--- src/rtl/iox_pkg.sv ---
// constants shared by the serial i/o expander core
// assumes a single core clock of 10 MHz and the command map below
package iox_pkg;
  // core clock period and glitch filter width
  localparam int CLK_NS = 100;
  localparam int SPIKE_NS = 50;
  // spike filter length, rounded up, never below one cycle
  localparam int FILT_RAW = (SPIKE_NS + CLK_NS - 1) / CLK_NS;
  localparam int FILT_CYC = (FILT_RAW < 1) ? 1 : FILT_RAW;
  localparam logic [1:0] FILT_CNT = 2'(FILT_CYC);
  // release and output valid limits after an acknowledge
  localparam int VALID_US = 4;
  localparam int VALID_CYC = (VALID_US * 1000) / CLK_NS;

  // fixed upper five bits of the slave address, lsb is zero
  localparam logic [4:0] SLV_HI = 5'h16;
  localparam logic SLV_LSB = 1'b0;

  // command bytes
  localparam logic [7:0] CMD_IN_OD = 8'h00;
  localparam logic [7:0] CMD_IN_PP = 8'h01;
  localparam logic [7:0] CMD_OUT_OD = 8'h02;
  localparam logic [7:0] CMD_OUT_PP = 8'h03;
  localparam logic [7:0] CMD_DIR_OD = 8'h04;
  localparam logic [7:0] CMD_DIR_PP = 8'h05;
  localparam logic [7:0] CMD_MSK_OD = 8'h06;
  localparam logic [7:0] CMD_MSK_PP = 8'h07;
  localparam logic [7:0] CMD_LAST = 8'h07;

  // group index: open-drain group 0, push-pull group 1
  localparam int GRP_OD = 0;
  localparam int GRP_PP = 1;
  localparam int NIB = 4;

  // reset values
  localparam logic [3:0] NIB_ZERO = 4'h0;
  localparam logic [3:0] NIB_ONES = 4'hF;

  // serial engine states
  typedef enum logic [3:0] {
    ST_IDLE = 4'h0,
    ST_ADDR = 4'h1,
    ST_ADDR_ACK = 4'h2,
    ST_CMD = 4'h3,
    ST_CMD_ACK = 4'h4,
    ST_WR = 4'h5,
    ST_WR_ACK = 4'h6,
    ST_RD = 4'h7,
    ST_RD_ACK = 4'h8
  } iox_state_e;

  localparam logic [3:0] BIT_FULL = 4'h8;
endpackage

--- src/rtl/iox_expander.sv ---
// serial-controlled eight port i/o expander, two 4-bit groups
// assumes scl/sda, pins and serial reset arrive unsynchronised
// Operation
// - 00h/01h read input level snapshots
// - 02h/03h output registers, reset by select pin
// - 04h-07h direction and mask, reset zero
// - only upper data nibble carries port values
// - select pin sets all power-up port states
// - input pin change pulls interrupt low
// - output pins and output register writes never interrupt
// - changes compared against last access level
// - group port read releases the interrupt
// - each group keeps its own change flags
// - mask pin while switching output to input
// - power-up clears detection and interrupt
// - internal reset restores every register default
// - serial reset aborts transfer to idle
// - serial reset keeps interrupt and flags
// - interrupt released within 4 us of ack
// - written output appears within 4 us
// - glitch filters reject pulses under 50 ns
// - select pin chooses one of two addresses
// - address 10110, select, 0, then direction
// - command byte follows address write
// - pins sampled and irq released at ack
// - direction one input, zero output
`timescale 1ns/1ps
module iox_expander (
  input wire logic core_clk_in,
  input wire logic srst_in,
  input wire logic scl_in,
  input wire logic sda_in,
  output logic sda_out,
  output logic sda_oe_out,
  input wire logic serial_rst_n_in,
  input wire logic addr_sel_in,
  input wire logic [3:0] push_pull_pins_in,
  output logic [3:0] push_pull_pins_out,
  output logic [3:0] push_pull_pins_oe_out,
  input wire logic [3:0] open_drain_pins_in,
  output logic [3:0] open_drain_pins_out,
  output logic [3:0] open_drain_pins_oe_out,
  output logic irq_n_out
);
  // line synchroniser slots
  localparam int LX_SDA = 0;
  localparam int LX_SCL = 1;
  localparam int LX_AD = 2;
  localparam int LX_RST = 3;

  // two-stage synchronisers, first stage read only by second
  logic [3:0] ln_meta_ff;
  logic [3:0] ln_sync_ff;
  logic [7:0] pin_meta_ff;
  logic [7:0] pin_sync_ff;
  // filtered bus lines and their previous values
  logic [1:0] flt_ff;
  logic scl_d_ff;
  logic sda_d_ff;
  // serial engine
  iox_pkg::iox_state_e st_ff;
  logic [3:0] bit_cnt_ff;
  logic [7:0] shift_ff;
  logic [7:0] cmd_ff;
  logic [7:0] tx_ff;
  logic rw_ff;
  logic nack_ff;
  logic sda_drv_ff;
  // register file, index is the group
  logic [3:0] out_ff [2];
  logic [3:0] dir_ff [2];
  logic [3:0] mask_ff [2];
  logic [3:0] snap_ff [2];
  // transition detection per group
  logic [3:0] ref_ff [2];
  logic [3:0] prev_ff [2];
  logic [1:0] chg_ff;
  logic irq_n_ff;

  // decoded bus events
  logic scl_rise;
  logic scl_fall;
  logic bus_start;
  logic bus_stop;
  logic ser_abort;
  logic addr_hit;
  logic wr_go;
  logic rd_go;
  logic ad_lvl;
  logic [6:0] my_addr;
  // value of the selected register, ready for a read byte
  logic [7:0] rd_word;

  // read value of a register, low nibble reads zero
  function automatic logic [7:0] reg_read(input logic [7:0] cmd);
    logic [3:0] nib;
    nib = iox_pkg::NIB_ZERO;
    case (cmd)
      iox_pkg::CMD_IN_OD: nib = snap_ff[iox_pkg::GRP_OD];
      iox_pkg::CMD_IN_PP: nib = snap_ff[iox_pkg::GRP_PP];
      iox_pkg::CMD_OUT_OD: nib = out_ff[iox_pkg::GRP_OD];
      iox_pkg::CMD_OUT_PP: nib = out_ff[iox_pkg::GRP_PP];
      iox_pkg::CMD_DIR_OD: nib = dir_ff[iox_pkg::GRP_OD];
      iox_pkg::CMD_DIR_PP: nib = dir_ff[iox_pkg::GRP_PP];
      iox_pkg::CMD_MSK_OD: nib = mask_ff[iox_pkg::GRP_OD];
      iox_pkg::CMD_MSK_PP: nib = mask_ff[iox_pkg::GRP_PP];
      default: nib = iox_pkg::NIB_ZERO;
    endcase
    return {nib, iox_pkg::NIB_ZERO};
  endfunction

  // port read commands are the input and output groups
  function automatic logic is_port_cmd(input logic [7:0] cmd);
    return cmd <= iox_pkg::CMD_OUT_PP;
  endfunction

  // synchronise every outside level through two flops
  always_ff @(posedge core_clk_in) begin
    ln_meta_ff <= {serial_rst_n_in, addr_sel_in, scl_in, sda_in};
    ln_sync_ff <= ln_meta_ff;
    pin_meta_ff <= {push_pull_pins_in, open_drain_pins_in};
    pin_sync_ff <= pin_meta_ff;
  end

  // spike filter on scl and sda: value taken once stable
  generate
    for (genvar k = 0; k < 2; k++) begin : g_filt
      logic prv_ff;
      logic [1:0] cnt_ff;
      logic lvl_ff;
      always_ff @(posedge core_clk_in) begin
        prv_ff <= ln_sync_ff[k];
        if (srst_in) begin
          cnt_ff <= 2'h0;
          lvl_ff <= 1'b1;
        end else if (ln_sync_ff[k] != prv_ff) begin
          cnt_ff <= 2'h0;
        end else if (cnt_ff < iox_pkg::FILT_CNT) begin
          cnt_ff <= cnt_ff + 2'h1;
        end else begin
          lvl_ff <= prv_ff;
        end
      end
      // filtered level, each bit has a single driver
      assign flt_ff[k] = lvl_ff;
    end
  endgenerate

  // previous filtered levels for edge detection
  always_ff @(posedge core_clk_in) begin
    if (srst_in) begin
      scl_d_ff <= 1'b1;
      sda_d_ff <= 1'b1;
    end else begin
      scl_d_ff <= flt_ff[LX_SCL];
      sda_d_ff <= flt_ff[LX_SDA];
    end
  end

  assign ad_lvl = ln_sync_ff[LX_AD];
  assign my_addr = {iox_pkg::SLV_HI, ad_lvl, iox_pkg::SLV_LSB};
  assign scl_rise = flt_ff[LX_SCL] & ~scl_d_ff;
  assign scl_fall = ~flt_ff[LX_SCL] & scl_d_ff;
  // start and stop: sda moves while scl stays high
  assign bus_start = scl_d_ff & flt_ff[LX_SCL] & sda_d_ff
                     & ~flt_ff[LX_SDA];
  assign bus_stop = scl_d_ff & flt_ff[LX_SCL] & ~sda_d_ff
                    & flt_ff[LX_SDA];
  assign ser_abort = ~ln_sync_ff[LX_RST];
  // register read value, sensitive to every register it selects
  always_comb begin
    rd_word = reg_read(cmd_ff);
  end
  assign addr_hit = (shift_ff[7:1] == my_addr);
  // write commits as the data acknowledge ends
  assign wr_go = scl_fall & ~ser_abort & ~bus_start & ~bus_stop
                 & (st_ff == iox_pkg::ST_WR_ACK);
  // read address acknowledge begins: sample pins, clear flags
  assign rd_go = scl_fall & ~ser_abort & ~bus_start & ~bus_stop
                 & (st_ff == iox_pkg::ST_ADDR)
                 & (bit_cnt_ff == iox_pkg::BIT_FULL)
                 & addr_hit & shift_ff[0];

  // serial engine: shift on scl rise, act on scl fall
  always_ff @(posedge core_clk_in) begin
    if (srst_in || ser_abort) begin
      st_ff <= iox_pkg::ST_IDLE;
      bit_cnt_ff <= 4'h0;
      sda_drv_ff <= 1'b0;
      nack_ff <= 1'b0;
      if (srst_in) begin
        shift_ff <= 8'h00;
        cmd_ff <= 8'h00;
        tx_ff <= 8'h00;
        rw_ff <= 1'b0;
      end
    end else if (bus_start) begin
      // start or repeated start: expect an address
      st_ff <= iox_pkg::ST_ADDR;
      bit_cnt_ff <= 4'h0;
      sda_drv_ff <= 1'b0;
    end else if (bus_stop) begin
      st_ff <= iox_pkg::ST_IDLE;
      sda_drv_ff <= 1'b0;
    end else if (scl_rise) begin
      case (st_ff)
        iox_pkg::ST_ADDR, iox_pkg::ST_CMD, iox_pkg::ST_WR: begin
          shift_ff <= {shift_ff[6:0], flt_ff[LX_SDA]};
          bit_cnt_ff <= bit_cnt_ff + 4'h1;
        end
        // master answer to a read byte
        iox_pkg::ST_RD_ACK: nack_ff <= flt_ff[LX_SDA];
        default: nack_ff <= nack_ff;
      endcase
    end else if (scl_fall) begin
      case (st_ff)
        iox_pkg::ST_ADDR: begin
          if (bit_cnt_ff == iox_pkg::BIT_FULL) begin
            bit_cnt_ff <= 4'h0;
            if (addr_hit) begin
              st_ff <= iox_pkg::ST_ADDR_ACK;
              rw_ff <= shift_ff[0];
              sda_drv_ff <= 1'b1;
            end else begin
              st_ff <= iox_pkg::ST_IDLE;
            end
          end
        end
        iox_pkg::ST_ADDR_ACK: begin
          if (rw_ff) begin
            // first data bit goes out as the ack ends
            tx_ff <= rd_word;
            sda_drv_ff <= ~rd_word[7];
            bit_cnt_ff <= 4'h1;
            st_ff <= iox_pkg::ST_RD;
          end else begin
            sda_drv_ff <= 1'b0;
            st_ff <= iox_pkg::ST_CMD;
          end
        end
        iox_pkg::ST_CMD: begin
          if (bit_cnt_ff == iox_pkg::BIT_FULL) begin
            cmd_ff <= shift_ff;
            bit_cnt_ff <= 4'h0;
            sda_drv_ff <= 1'b1;
            st_ff <= iox_pkg::ST_CMD_ACK;
          end
        end
        iox_pkg::ST_CMD_ACK, iox_pkg::ST_WR_ACK: begin
          sda_drv_ff <= 1'b0;
          st_ff <= iox_pkg::ST_WR;
        end
        iox_pkg::ST_WR: begin
          if (bit_cnt_ff == iox_pkg::BIT_FULL) begin
            bit_cnt_ff <= 4'h0;
            sda_drv_ff <= 1'b1;
            st_ff <= iox_pkg::ST_WR_ACK;
          end
        end
        iox_pkg::ST_RD: begin
          if (bit_cnt_ff == iox_pkg::BIT_FULL) begin
            sda_drv_ff <= 1'b0;
            st_ff <= iox_pkg::ST_RD_ACK;
          end else begin
            sda_drv_ff <= ~tx_ff[3'(4'h7 - bit_cnt_ff)];
            bit_cnt_ff <= bit_cnt_ff + 4'h1;
          end
        end
        iox_pkg::ST_RD_ACK: begin
          if (nack_ff) begin
            st_ff <= iox_pkg::ST_IDLE;
          end else begin
            // further bytes repeat the same register
            tx_ff <= rd_word;
            sda_drv_ff <= ~rd_word[7];
            bit_cnt_ff <= 4'h1;
            st_ff <= iox_pkg::ST_RD;
          end
        end
        default: st_ff <= iox_pkg::ST_IDLE;
      endcase
    end
  end

  // register writes, one group at a time
  always_ff @(posedge core_clk_in) begin
    if (srst_in) begin
      for (int g = 0; g < 2; g++) begin
        out_ff[g] <= ad_lvl ? iox_pkg::NIB_ONES : iox_pkg::NIB_ZERO;
        dir_ff[g] <= iox_pkg::NIB_ZERO;
        mask_ff[g] <= iox_pkg::NIB_ZERO;
      end
    end else if (wr_go) begin
      // only the upper nibble is stored
      case (cmd_ff)
        iox_pkg::CMD_OUT_OD: out_ff[iox_pkg::GRP_OD] <= shift_ff[7:4];
        iox_pkg::CMD_OUT_PP: out_ff[iox_pkg::GRP_PP] <= shift_ff[7:4];
        iox_pkg::CMD_DIR_OD: dir_ff[iox_pkg::GRP_OD] <= shift_ff[7:4];
        iox_pkg::CMD_DIR_PP: dir_ff[iox_pkg::GRP_PP] <= shift_ff[7:4];
        iox_pkg::CMD_MSK_OD: mask_ff[iox_pkg::GRP_OD] <= shift_ff[7:4];
        iox_pkg::CMD_MSK_PP: mask_ff[iox_pkg::GRP_PP] <= shift_ff[7:4];
        default: out_ff[iox_pkg::GRP_OD] <= out_ff[iox_pkg::GRP_OD];
      endcase
    end
  end

  // input snapshot taken at the read address acknowledge
  always_ff @(posedge core_clk_in) begin
    if (srst_in) begin
      snap_ff[iox_pkg::GRP_OD] <= iox_pkg::NIB_ZERO;
      snap_ff[iox_pkg::GRP_PP] <= iox_pkg::NIB_ZERO;
    end else if (rd_go) begin
      snap_ff[iox_pkg::GRP_OD] <= pin_sync_ff[3:0];
      snap_ff[iox_pkg::GRP_PP] <= pin_sync_ff[7:4];
    end
  end

  // transition detection, one flag per group
  generate
    for (genvar g = 0; g < 2; g++) begin : g_chg
      logic [3:0] pins;
      logic [3:0] watch;
      logic clr;
      logic [3:0] ref_q_ff;
      logic [3:0] prev_q_ff;
      logic chg_q_ff;
      assign pins = pin_sync_ff[g*iox_pkg::NIB +: iox_pkg::NIB];
      // output pins and masked pins never count
      // mask bit hides a switching pin
      assign watch = dir_ff[g] & ~mask_ff[g];
      // only a read of this group clears it
      assign clr = rd_go & is_port_cmd(cmd_ff) & (cmd_ff[0] == 1'(g));
      // serial reset never touches the flags
      always_ff @(posedge core_clk_in) begin
        prev_q_ff <= pins;
        if (srst_in) begin
          ref_q_ff <= pins;
          chg_q_ff <= 1'b0;
        end else if (clr) begin
          // read releases, a same-cycle edge still sets
          ref_q_ff <= pins;
          chg_q_ff <= |((pins ^ prev_q_ff) & watch);
        end else begin
          // compare against level at last access
          // an input change raises the flag
          chg_q_ff <= chg_q_ff | (|((pins ^ ref_q_ff) & watch));
        end
      end
      // group state seen by the rest of the block
      assign prev_ff[g] = prev_q_ff;
      assign ref_ff[g] = ref_q_ff;
      assign chg_ff[g] = chg_q_ff;
    end
  endgenerate

  // latched interrupt, low while any group flag stands
  always_ff @(posedge core_clk_in) begin
    if (srst_in) begin
      irq_n_ff <= 1'b1;
    end else begin
      // released two cycles after the clearing ack, one after the flag clears
      irq_n_ff <= ~(|chg_ff);
    end
  end

  assign irq_n_out = irq_n_ff;
  assign sda_out = 1'b0;
  assign sda_oe_out = sda_drv_ff;
  // pins follow the output register directly
  // nibble bit 3 drives pin 3
  assign push_pull_pins_out = out_ff[iox_pkg::GRP_PP];
  assign push_pull_pins_oe_out = ~dir_ff[iox_pkg::GRP_PP];
  // open-drain pins only pull low, a one releases
  assign open_drain_pins_out = iox_pkg::NIB_ZERO;
  assign open_drain_pins_oe_out = ~dir_ff[iox_pkg::GRP_OD]
                                  & ~out_ff[iox_pkg::GRP_OD];

  // checks kept beside the logic they guard
  a_rst_defaults: assert property (@(posedge core_clk_in)
    srst_in |=> dir_ff[0] == 4'h0 && mask_ff[1] == 4'h0 && irq_n_out)
    else $error("defaults not restored by reset");
  a_pwr_outputs: assert property (@(posedge core_clk_in)
    srst_in && ad_lvl |=> push_pull_pins_out == 4'hF
    && open_drain_pins_oe_out == 4'h0)
    else $error("select-high power state wrong");
  a_ser_abort: assert property (@(posedge core_clk_in)
    disable iff (srst_in) ser_abort |=> st_ff == iox_pkg::ST_IDLE
    && !sda_oe_out)
    else $error("serial reset did not idle the bus");
  a_keep_flags: assert property (@(posedge core_clk_in)
    disable iff (srst_in) ser_abort && chg_ff[0] |=> chg_ff[0])
    else $error("serial reset dropped a change flag");
  a_foreign_addr: assert property (@(posedge core_clk_in)
    disable iff (srst_in || ser_abort) st_ff == iox_pkg::ST_ADDR
    && scl_fall && !bus_start && !bus_stop
    && bit_cnt_ff == iox_pkg::BIT_FULL && !addr_hit
    |=> st_ff == iox_pkg::ST_IDLE && !sda_oe_out)
    else $error("foreign address acknowledged");
  a_pp_write: assert property (@(posedge core_clk_in)
    disable iff (srst_in) wr_go && cmd_ff == iox_pkg::CMD_OUT_PP
    |=> push_pull_pins_out == $past(shift_ff[7:4]))
    else $error("push-pull write not on pins");
  a_irq_release: assert property (@(posedge core_clk_in)
    disable iff (srst_in) g_chg[0].clr && !g_chg[1].clr && !chg_ff[1]
    && pin_sync_ff[3:0] == prev_ff[0] ##1 !chg_ff[1]
    |=> irq_n_out)
    else $error("group read did not release interrupt");
  a_out_quiet: assert property (@(posedge core_clk_in)
    disable iff (srst_in) dir_ff[1] == 4'h0 && !chg_ff[1]
    |=> !chg_ff[1])
    else $error("output pin raised a change");
  a_group_apart: assert property (@(posedge core_clk_in)
    disable iff (srst_in) g_chg[1].clr && chg_ff[0]
    && !g_chg[0].clr |=> chg_ff[0])
    else $error("other group read cleared flag");
  a_in_change: assert property (@(posedge core_clk_in)
    disable iff (srst_in) !g_chg[0].clr
    && |((pin_sync_ff[3:0] ^ ref_ff[0]) & dir_ff[0] & ~mask_ff[0])
    |=> chg_ff[0] ##1 !irq_n_out)
    else $error("input change not flagged");
endmodule

--- config.mk ---
export PLATFORM = sky130hd
export DESIGN_NAME = iox_expander
export DESIGN_NICKNAME = d
export VERILOG_FILES = /design/src/rtl/iox_pkg.sv /design/src/rtl/iox_expander.sv
export SDC_FILE = /design/constraint.sdc
export NUM_CORES = 1
export LEC_CHECK = 0
export ABC_CLOCK_PERIOD_IN_PS = 2600
export BUFFER_PORTS_ARGS = -buffer_cell sky130_fd_sc_hd__buf_2
export CORE_MARGIN = 2
export CORE_UTILIZATION = 40
export DETAILED_ROUTE_END_ITERATION = 16
export SLEW_MARGIN = 30
export SYNTH_ARGS = -nofsm -noshare
export SYNTH_HDL_FRONTEND = slang
export SYNTH_SLANG_ARGS = --single-unit
--- constraint.sdc ---
create_clock -name core_clk_in -period 2.6 [get_ports core_clk_in]
set_input_delay 0.65 -clock core_clk_in [delete_from_list [all_inputs] [get_ports core_clk_in]]
set_output_delay 0.65 -clock core_clk_in [all_outputs]
set_load 0.03 [all_outputs]
Word level (Yosys, flattened, before mapping):

Memory sizes are Yosys's and may differ from the RTL's.
Index checks and enable logic that the tools add are counted.
Widths: inputs -> output; s select.

* $add $sub $neg: 4
* $mul: 0
* div/mod/pow operators: 0
* order comparisons: 4
* equal/unequal tests: 43
* shifts and indexed selects: 0
* muxes and demuxes: 109
* bitwise operators: 61
* reduce and logical (&&, ||, !) cells: 39

Operators by type and width (number)
* $mux 8: 20
* $mux 4: 25
* $mux 1: 55
* $eq 8x3->1 const B: 4
* $pmux 4 s8: 1
* $and 4x4->4: 7
* $pmux 4 s7: 1
* $reduce_and 8->1: 3
* $not 4->4: 5
* $reduce_bool 2->1: 10
* $and 1x1->1: 18
* $eq 4x3->1 const B: 4
* $eq 8x2->1 const B: 2
* $not 1->1: 16
* $pmux 4 s4: 1
* $pmux 8 s2: 1
* $reduce_or 4->1: 4
* $xor 4x4->4: 4
* $ne 3x3->1 const B: 5
* $ne 2x2->1 const B: 7
* $reduce_and 7->1: 2
* $ne 4x4->1 const B: 3
* $reduce_and 6->1: 2
* $reduce_or 2->1: 6
* other kinds (30): 54

* flip-flop bits (word level): 88
* bits in latches: 0
* RAM bits: 32
* memory bits (read-only): 0
* input port bits: 14
* output and inout port bits: 19
* logic and storage cells: 292
* memories kept: 4

Memory list
* dir_ff: depth 2, width 4, read ports 2, clocked after memory_dff 0, write ports 2, RTL line iox_expander.sv:71 `logic [3:0] dir_ff [2];`
* mask_ff: depth 2, width 4, read ports 2, clocked after memory_dff 0, write ports 2, RTL line iox_expander.sv:72 `logic [3:0] mask_ff [2];`
* out_ff: depth 2, width 4, read ports 2, clocked after memory_dff 0, write ports 2, RTL line iox_expander.sv:70 `logic [3:0] out_ff [2];`
* snap_ff: depth 2, width 4, read ports 2, clocked after memory_dff 0, write ports 2, RTL line iox_expander.sv:73 `logic [3:0] snap_ff [2];`

Depth between registers and ports, before layout:

* depth after elaboration: 14
* gate-level depth with buffers: 8
* depth with buffers taken out: 7

Least setup slack after synthesis:

Ideal clock, no wire load.

* kind: reg2reg
* start: reg bit_cnt_ff[0]
* end: reg cmd_ff[0], enable pin
* setup time: 384 ps
* data arrival time: 1832 ps
* data required time: 2216 ps
* path slack: 384 ps
* cell stages (with the launch flop): 6
* path buffers: 0
* period minus slack after synthesis: 2216 ps
* path through: dfxtp_1 inv_1 ha_1 nand3b_1 a2111o_1 o21ai_0

* cells in the longest elaborated chain, start to end: 3

RTL lines
* from (decl): RTL line iox_expander.sv:62 `logic [3:0] bit_cnt_ff;`
* from (signal assigned): RTL line iox_expander.sv:209 `bit_cnt_ff <= bit_cnt_ff + 4'h1;`
* from (signal assigned): RTL line iox_expander.sv:266 `bit_cnt_ff <= bit_cnt_ff + 4'h1;`
* $eq 4x4->1: RTL line iox_expander.sv:242 `if (bit_cnt_ff == iox_pkg::BIT_FULL) begin`
* $reduce_bool 2->1 (no source line)
* $reduce_and 7->1 (no source line)
* to (signal assigned): RTL line iox_expander.sv:243 `cmd_ff <= shift_ff;`
* to (decl): RTL line iox_expander.sv:64 `logic [7:0] cmd_ff;`

Every way passes these cells.
A chain may end at the register's enable or synchronous reset.

==> impl_metrics.env <==
export IMPL_run_status="complete, no violations"
export IMPL_setup_viol_count_final=0
export IMPL_diodes=0
export IMPL_hp_class="reg -> reg"
export IMPL_placed_cell_area_um2=5444
export IMPL_root_buffer="clkbuf_16"
export IMPL_drtIter0Drc=352
export IMPL_met3_length_um=691
export IMPL_min_path_cells=0
export IMPL_clock_path_buffers=2
export IMPL_cts_buffers=17
export IMPL_hold_path_end="ln_sync_ff[2]"
export IMPL_io_pins=33
export IMPL_syn2layout_area_growth_pct=18.53
export IMPL_syn_area_per_cell_um2=11.25
export IMPL_crit_arrival_ns=2.39
export IMPL_postCtsSetupRepairBufs=0
export IMPL_synth_common_cells="edfxtp_1 (61), dfxtp_1 (55), nor2_1 (31), nand2_1 (30), inv_1 (26)"
export IMPL_setup_worst_path_end_class="register"
export IMPL_slew_headroom=0.5411
export IMPL_power_per_cell_area_nw_per_um2=771.1
export IMPL_syn_inst=450
export IMPL_yosys_top_cells_area="edfxtp_1 (36%), dfxtp_1 (22%), nor2_1 (2.3%)"
export IMPL_path_max_fanout=8
export IMPL_vias_per_cell=5.250
export IMPL_cts_tree="built"
export IMPL_slew_viol_final=0
export IMPL_holdCritStartpoint="ln_meta_ff[2]"
export IMPL_vias=3570
export IMPL_async_flop_share=0
export IMPL_clk_pin_slew_ns=0.05
export IMPL_port_buffer_count=27
export IMPL_drtAntennaViolNets=0
export IMPL_p_clk_frac=0.470
export IMPL_hold_violations=0
export IMPL_first_global_vias=3356
export IMPL_grt_overflow=0
export IMPL_clock_skew_final_ns=0.005712
export IMPL_timing_fmax_ghz=0.4335
export IMPL_worst_pin_slew_ns=0.6821
export IMPL_gp_congestion=0.9340
export IMPL_power_share_switching=0.2320
export IMPL_min_period_ns=2.307
export IMPL_ys_ff_latch=116
export IMPL_period_share=0.8872
export IMPL_r2r_slack_ns=0.29
export IMPL_leakagePower_nw=2.318
export IMPL_r2r_start="bit_cnt_ff[0]"
export IMPL_peakVddDrop_mv=0.3786
export IMPL_worstReg2RegEnd="snap_ff[0][2]"
export IMPL_finalCoreUtilization=0.4815
export IMPL_max_cap_violations=0
export IMPL_comb_power_share=0.077
export IMPL_crit_type="reg -> reg"
export IMPL_synthFlopType="edfxtp_1"
export IMPL_power_switching_mw=1.074
export IMPL_p_seq_frac=0.453
export IMPL_layout_drive_gt1_share=0.1831
export IMPL_synth_top_area_cell="edfxtp_1"
export IMPL_placeableCoreArea_um2=12470
export IMPL_clock_sinks=116
export IMPL_rsz0062_at_grt="false"
export IMPL_setup_tns_ns=0
export IMPL_drcViolationCount=0
export IMPL_grt_pass1_wl_um=17900
export IMPL_drt_first_pass_iters=5
export IMPL_htree_levels=4
export IMPL_start_kind="register"
export IMPL_die_area_um2=13570
export IMPL_drt_wl_total_um=11300
export IMPL_cts_hold_buf=0
export IMPL_grt_max_degree=24
export IMPL_ys_types=67
export IMPL_met1_length_um=5221
export IMPL_netlist_area_leader_share=0.3617
export IMPL_cts_resized=0
export IMPL_internal_power_mw=3.554
export IMPL_start_util=0.4062
export IMPL_critPathRequiredTime_ns=2.68
export IMPL_yosysMostFrequentCell="edfxtp_1"
export IMPL_track_usage=0.1798
export IMPL_hpwl_um=8220
export IMPL_ys_seq_area_frac=0.5792
export IMPL_antenna_found_initial=0
export IMPL_r2r_cells=6
export IMPL_routedWlPerCell_um=16.61
export IMPL_nets=516
export IMPL_yosys_warnings=0
export IMPL_final_area_um2=6002
export IMPL_syn_cell_area_um2=5064
export IMPL_die_w_um=116.5
export IMPL_top_layer="met4"
export IMPL_die_y_um=116.5
export IMPL_clock_latency_ns=0.42
export IMPL_wl_met2_um=5088
export IMPL_synth_edff_count=61
export IMPL_rows=41
[worst max-delay path, stage by stage, from the launching register on]
cell      delay, ns
dfxtp_1        0.35
inv_1          0.09
ha_1           0.18
nand3b_1       0.17
a2111o_1       0.49
or3b_1         0.40
nand2_1        0.29
[worst max path at each step]
stage	endpoint	slack, ns	cells after the start	start
after floorplan	cmd_ff[0]	0.38	5	bit_cnt_ff[0]
after global placement	snap_ff[0][5]	0.35	6	bit_cnt_ff[0]
after detailed placement	snap_ff[0][5]	0.30	6	bit_cnt_ff[0]
after CTS	dir_ff[0][0]	0.28	6	st_ff[1]
after global routing	snap_ff[0][1]	0.13	6	bit_cnt_ff[0]
final	snap_ff[0][2]	0.29	6	bit_cnt_ff[0]
[layer usage]
layer | GRT usage | up-vias
met5 | 0 | -
met3 | 0.04411 | 24
met1 | 0.2505 | 1714
met4 | 0.1024 | 0
li1 | - | 1706
met2 | 0.2558 | 126
[final cells by class]
cell class	count	area, um^2
Clock inverter	9	78.83
Inverter	27	101.3
Multi-Input combinational cell	288	1924
Timing Repair Buffer	45	270.3
Clock buffer	23	479.2
Tap cell	172	215.2
Sequential cell	116	2933
Fill cell	1136	6464
[through the flow]
step                      hold WS [ns]  power, mW  setup slack, ns  cells
final                           0.3224      4.628           0.2932    680
after global routing            0.3178      4.797           0.1337    680
after CTS                       0.3126      4.665           0.2824    680
after detailed placement        0.3121      2.485           0.2957    648
after global placement          0.3096      2.480           0.3549    648
after floorplan                 0.3096      2.371           0.3837    454
[cell families (layout without fill, tap and decap cells)]
family / Yosys count / count (layout) / synth area share
multiplexers: 10 / 10 / 0.03089
buffers and inverters: 50 / 104 / 0.04373
other: 1 / 5 / 0.0007406
AO/OA/AOI/OAI: 86 / 86 / 0.1189
flip-flops: 116 / 116 / 0.5792
XOR/XNOR: 23 / 23 / 0.03978
adder cells (fa/ha/maj): 7 / 7 / 0.01730
AND/OR/NAND/NOR: 157 / 157 / 0.1695
[registers in the layout, indices dropped and copies added, names as in the netlist, 2 cells and up]
signal / flops
bit_cnt_ff: 4
cmd_ff: 8
dir_ff: 8
g_chg.chg_q_ff: 2
g_chg.prev_q_ff: 8
g_chg.ref_q_ff: 8
g_filt.cnt_ff: 4
g_filt.lvl_ff: 2
g_filt.prv_ff: 2
ln_meta_ff: 4
ln_sync_ff: 4
mask_ff: 8
out_ff: 8
pin_meta_ff: 8
pin_sync_ff: 8
shift_ff: 8
snap_ff: 8
st_ff: 4
tx_ff: 4
[placed cells by master, fill, tap and decap left out, types with 4 or more instances in the layout]
cell type,n
buf_4,18
inv_1,26
nor4_1,4
edfxtp_1,61
dfxtp_1,55
a31o_2,6
a31oi_1,6
a21oi_1,18
mux2i_1,4
and2_1,15
nor3_1,6
nor2b_1,16
conb_1,5
nand3b_1,5
mux4_2,4
clkbuf_1,4
xor2_1,11
clkbuf_16,18
nand3_1,16
clkinv_2,5
ha_1,7
nand2_1,30
o21ai_0,17
nand2b_1,5
xnor2_1,12
buf_2,27
nor2_1,31
or3_1,7
[power groups by stage]
stage / sequential, mW / combinational, mW / clock (mW)
after floorplan: 2.11 / 0.262 / 0
after global placement: 2.13 / 0.351 / 0
after detailed placement: 2.13 / 0.354 / 0
after CTS: 2.09 / 0.356 / 2.21
after global routing: 2.11 / 0.394 / 2.30
final: 2.10 / 0.357 / 2.17
No activity file was read; power rests on OpenSTA's default activity.
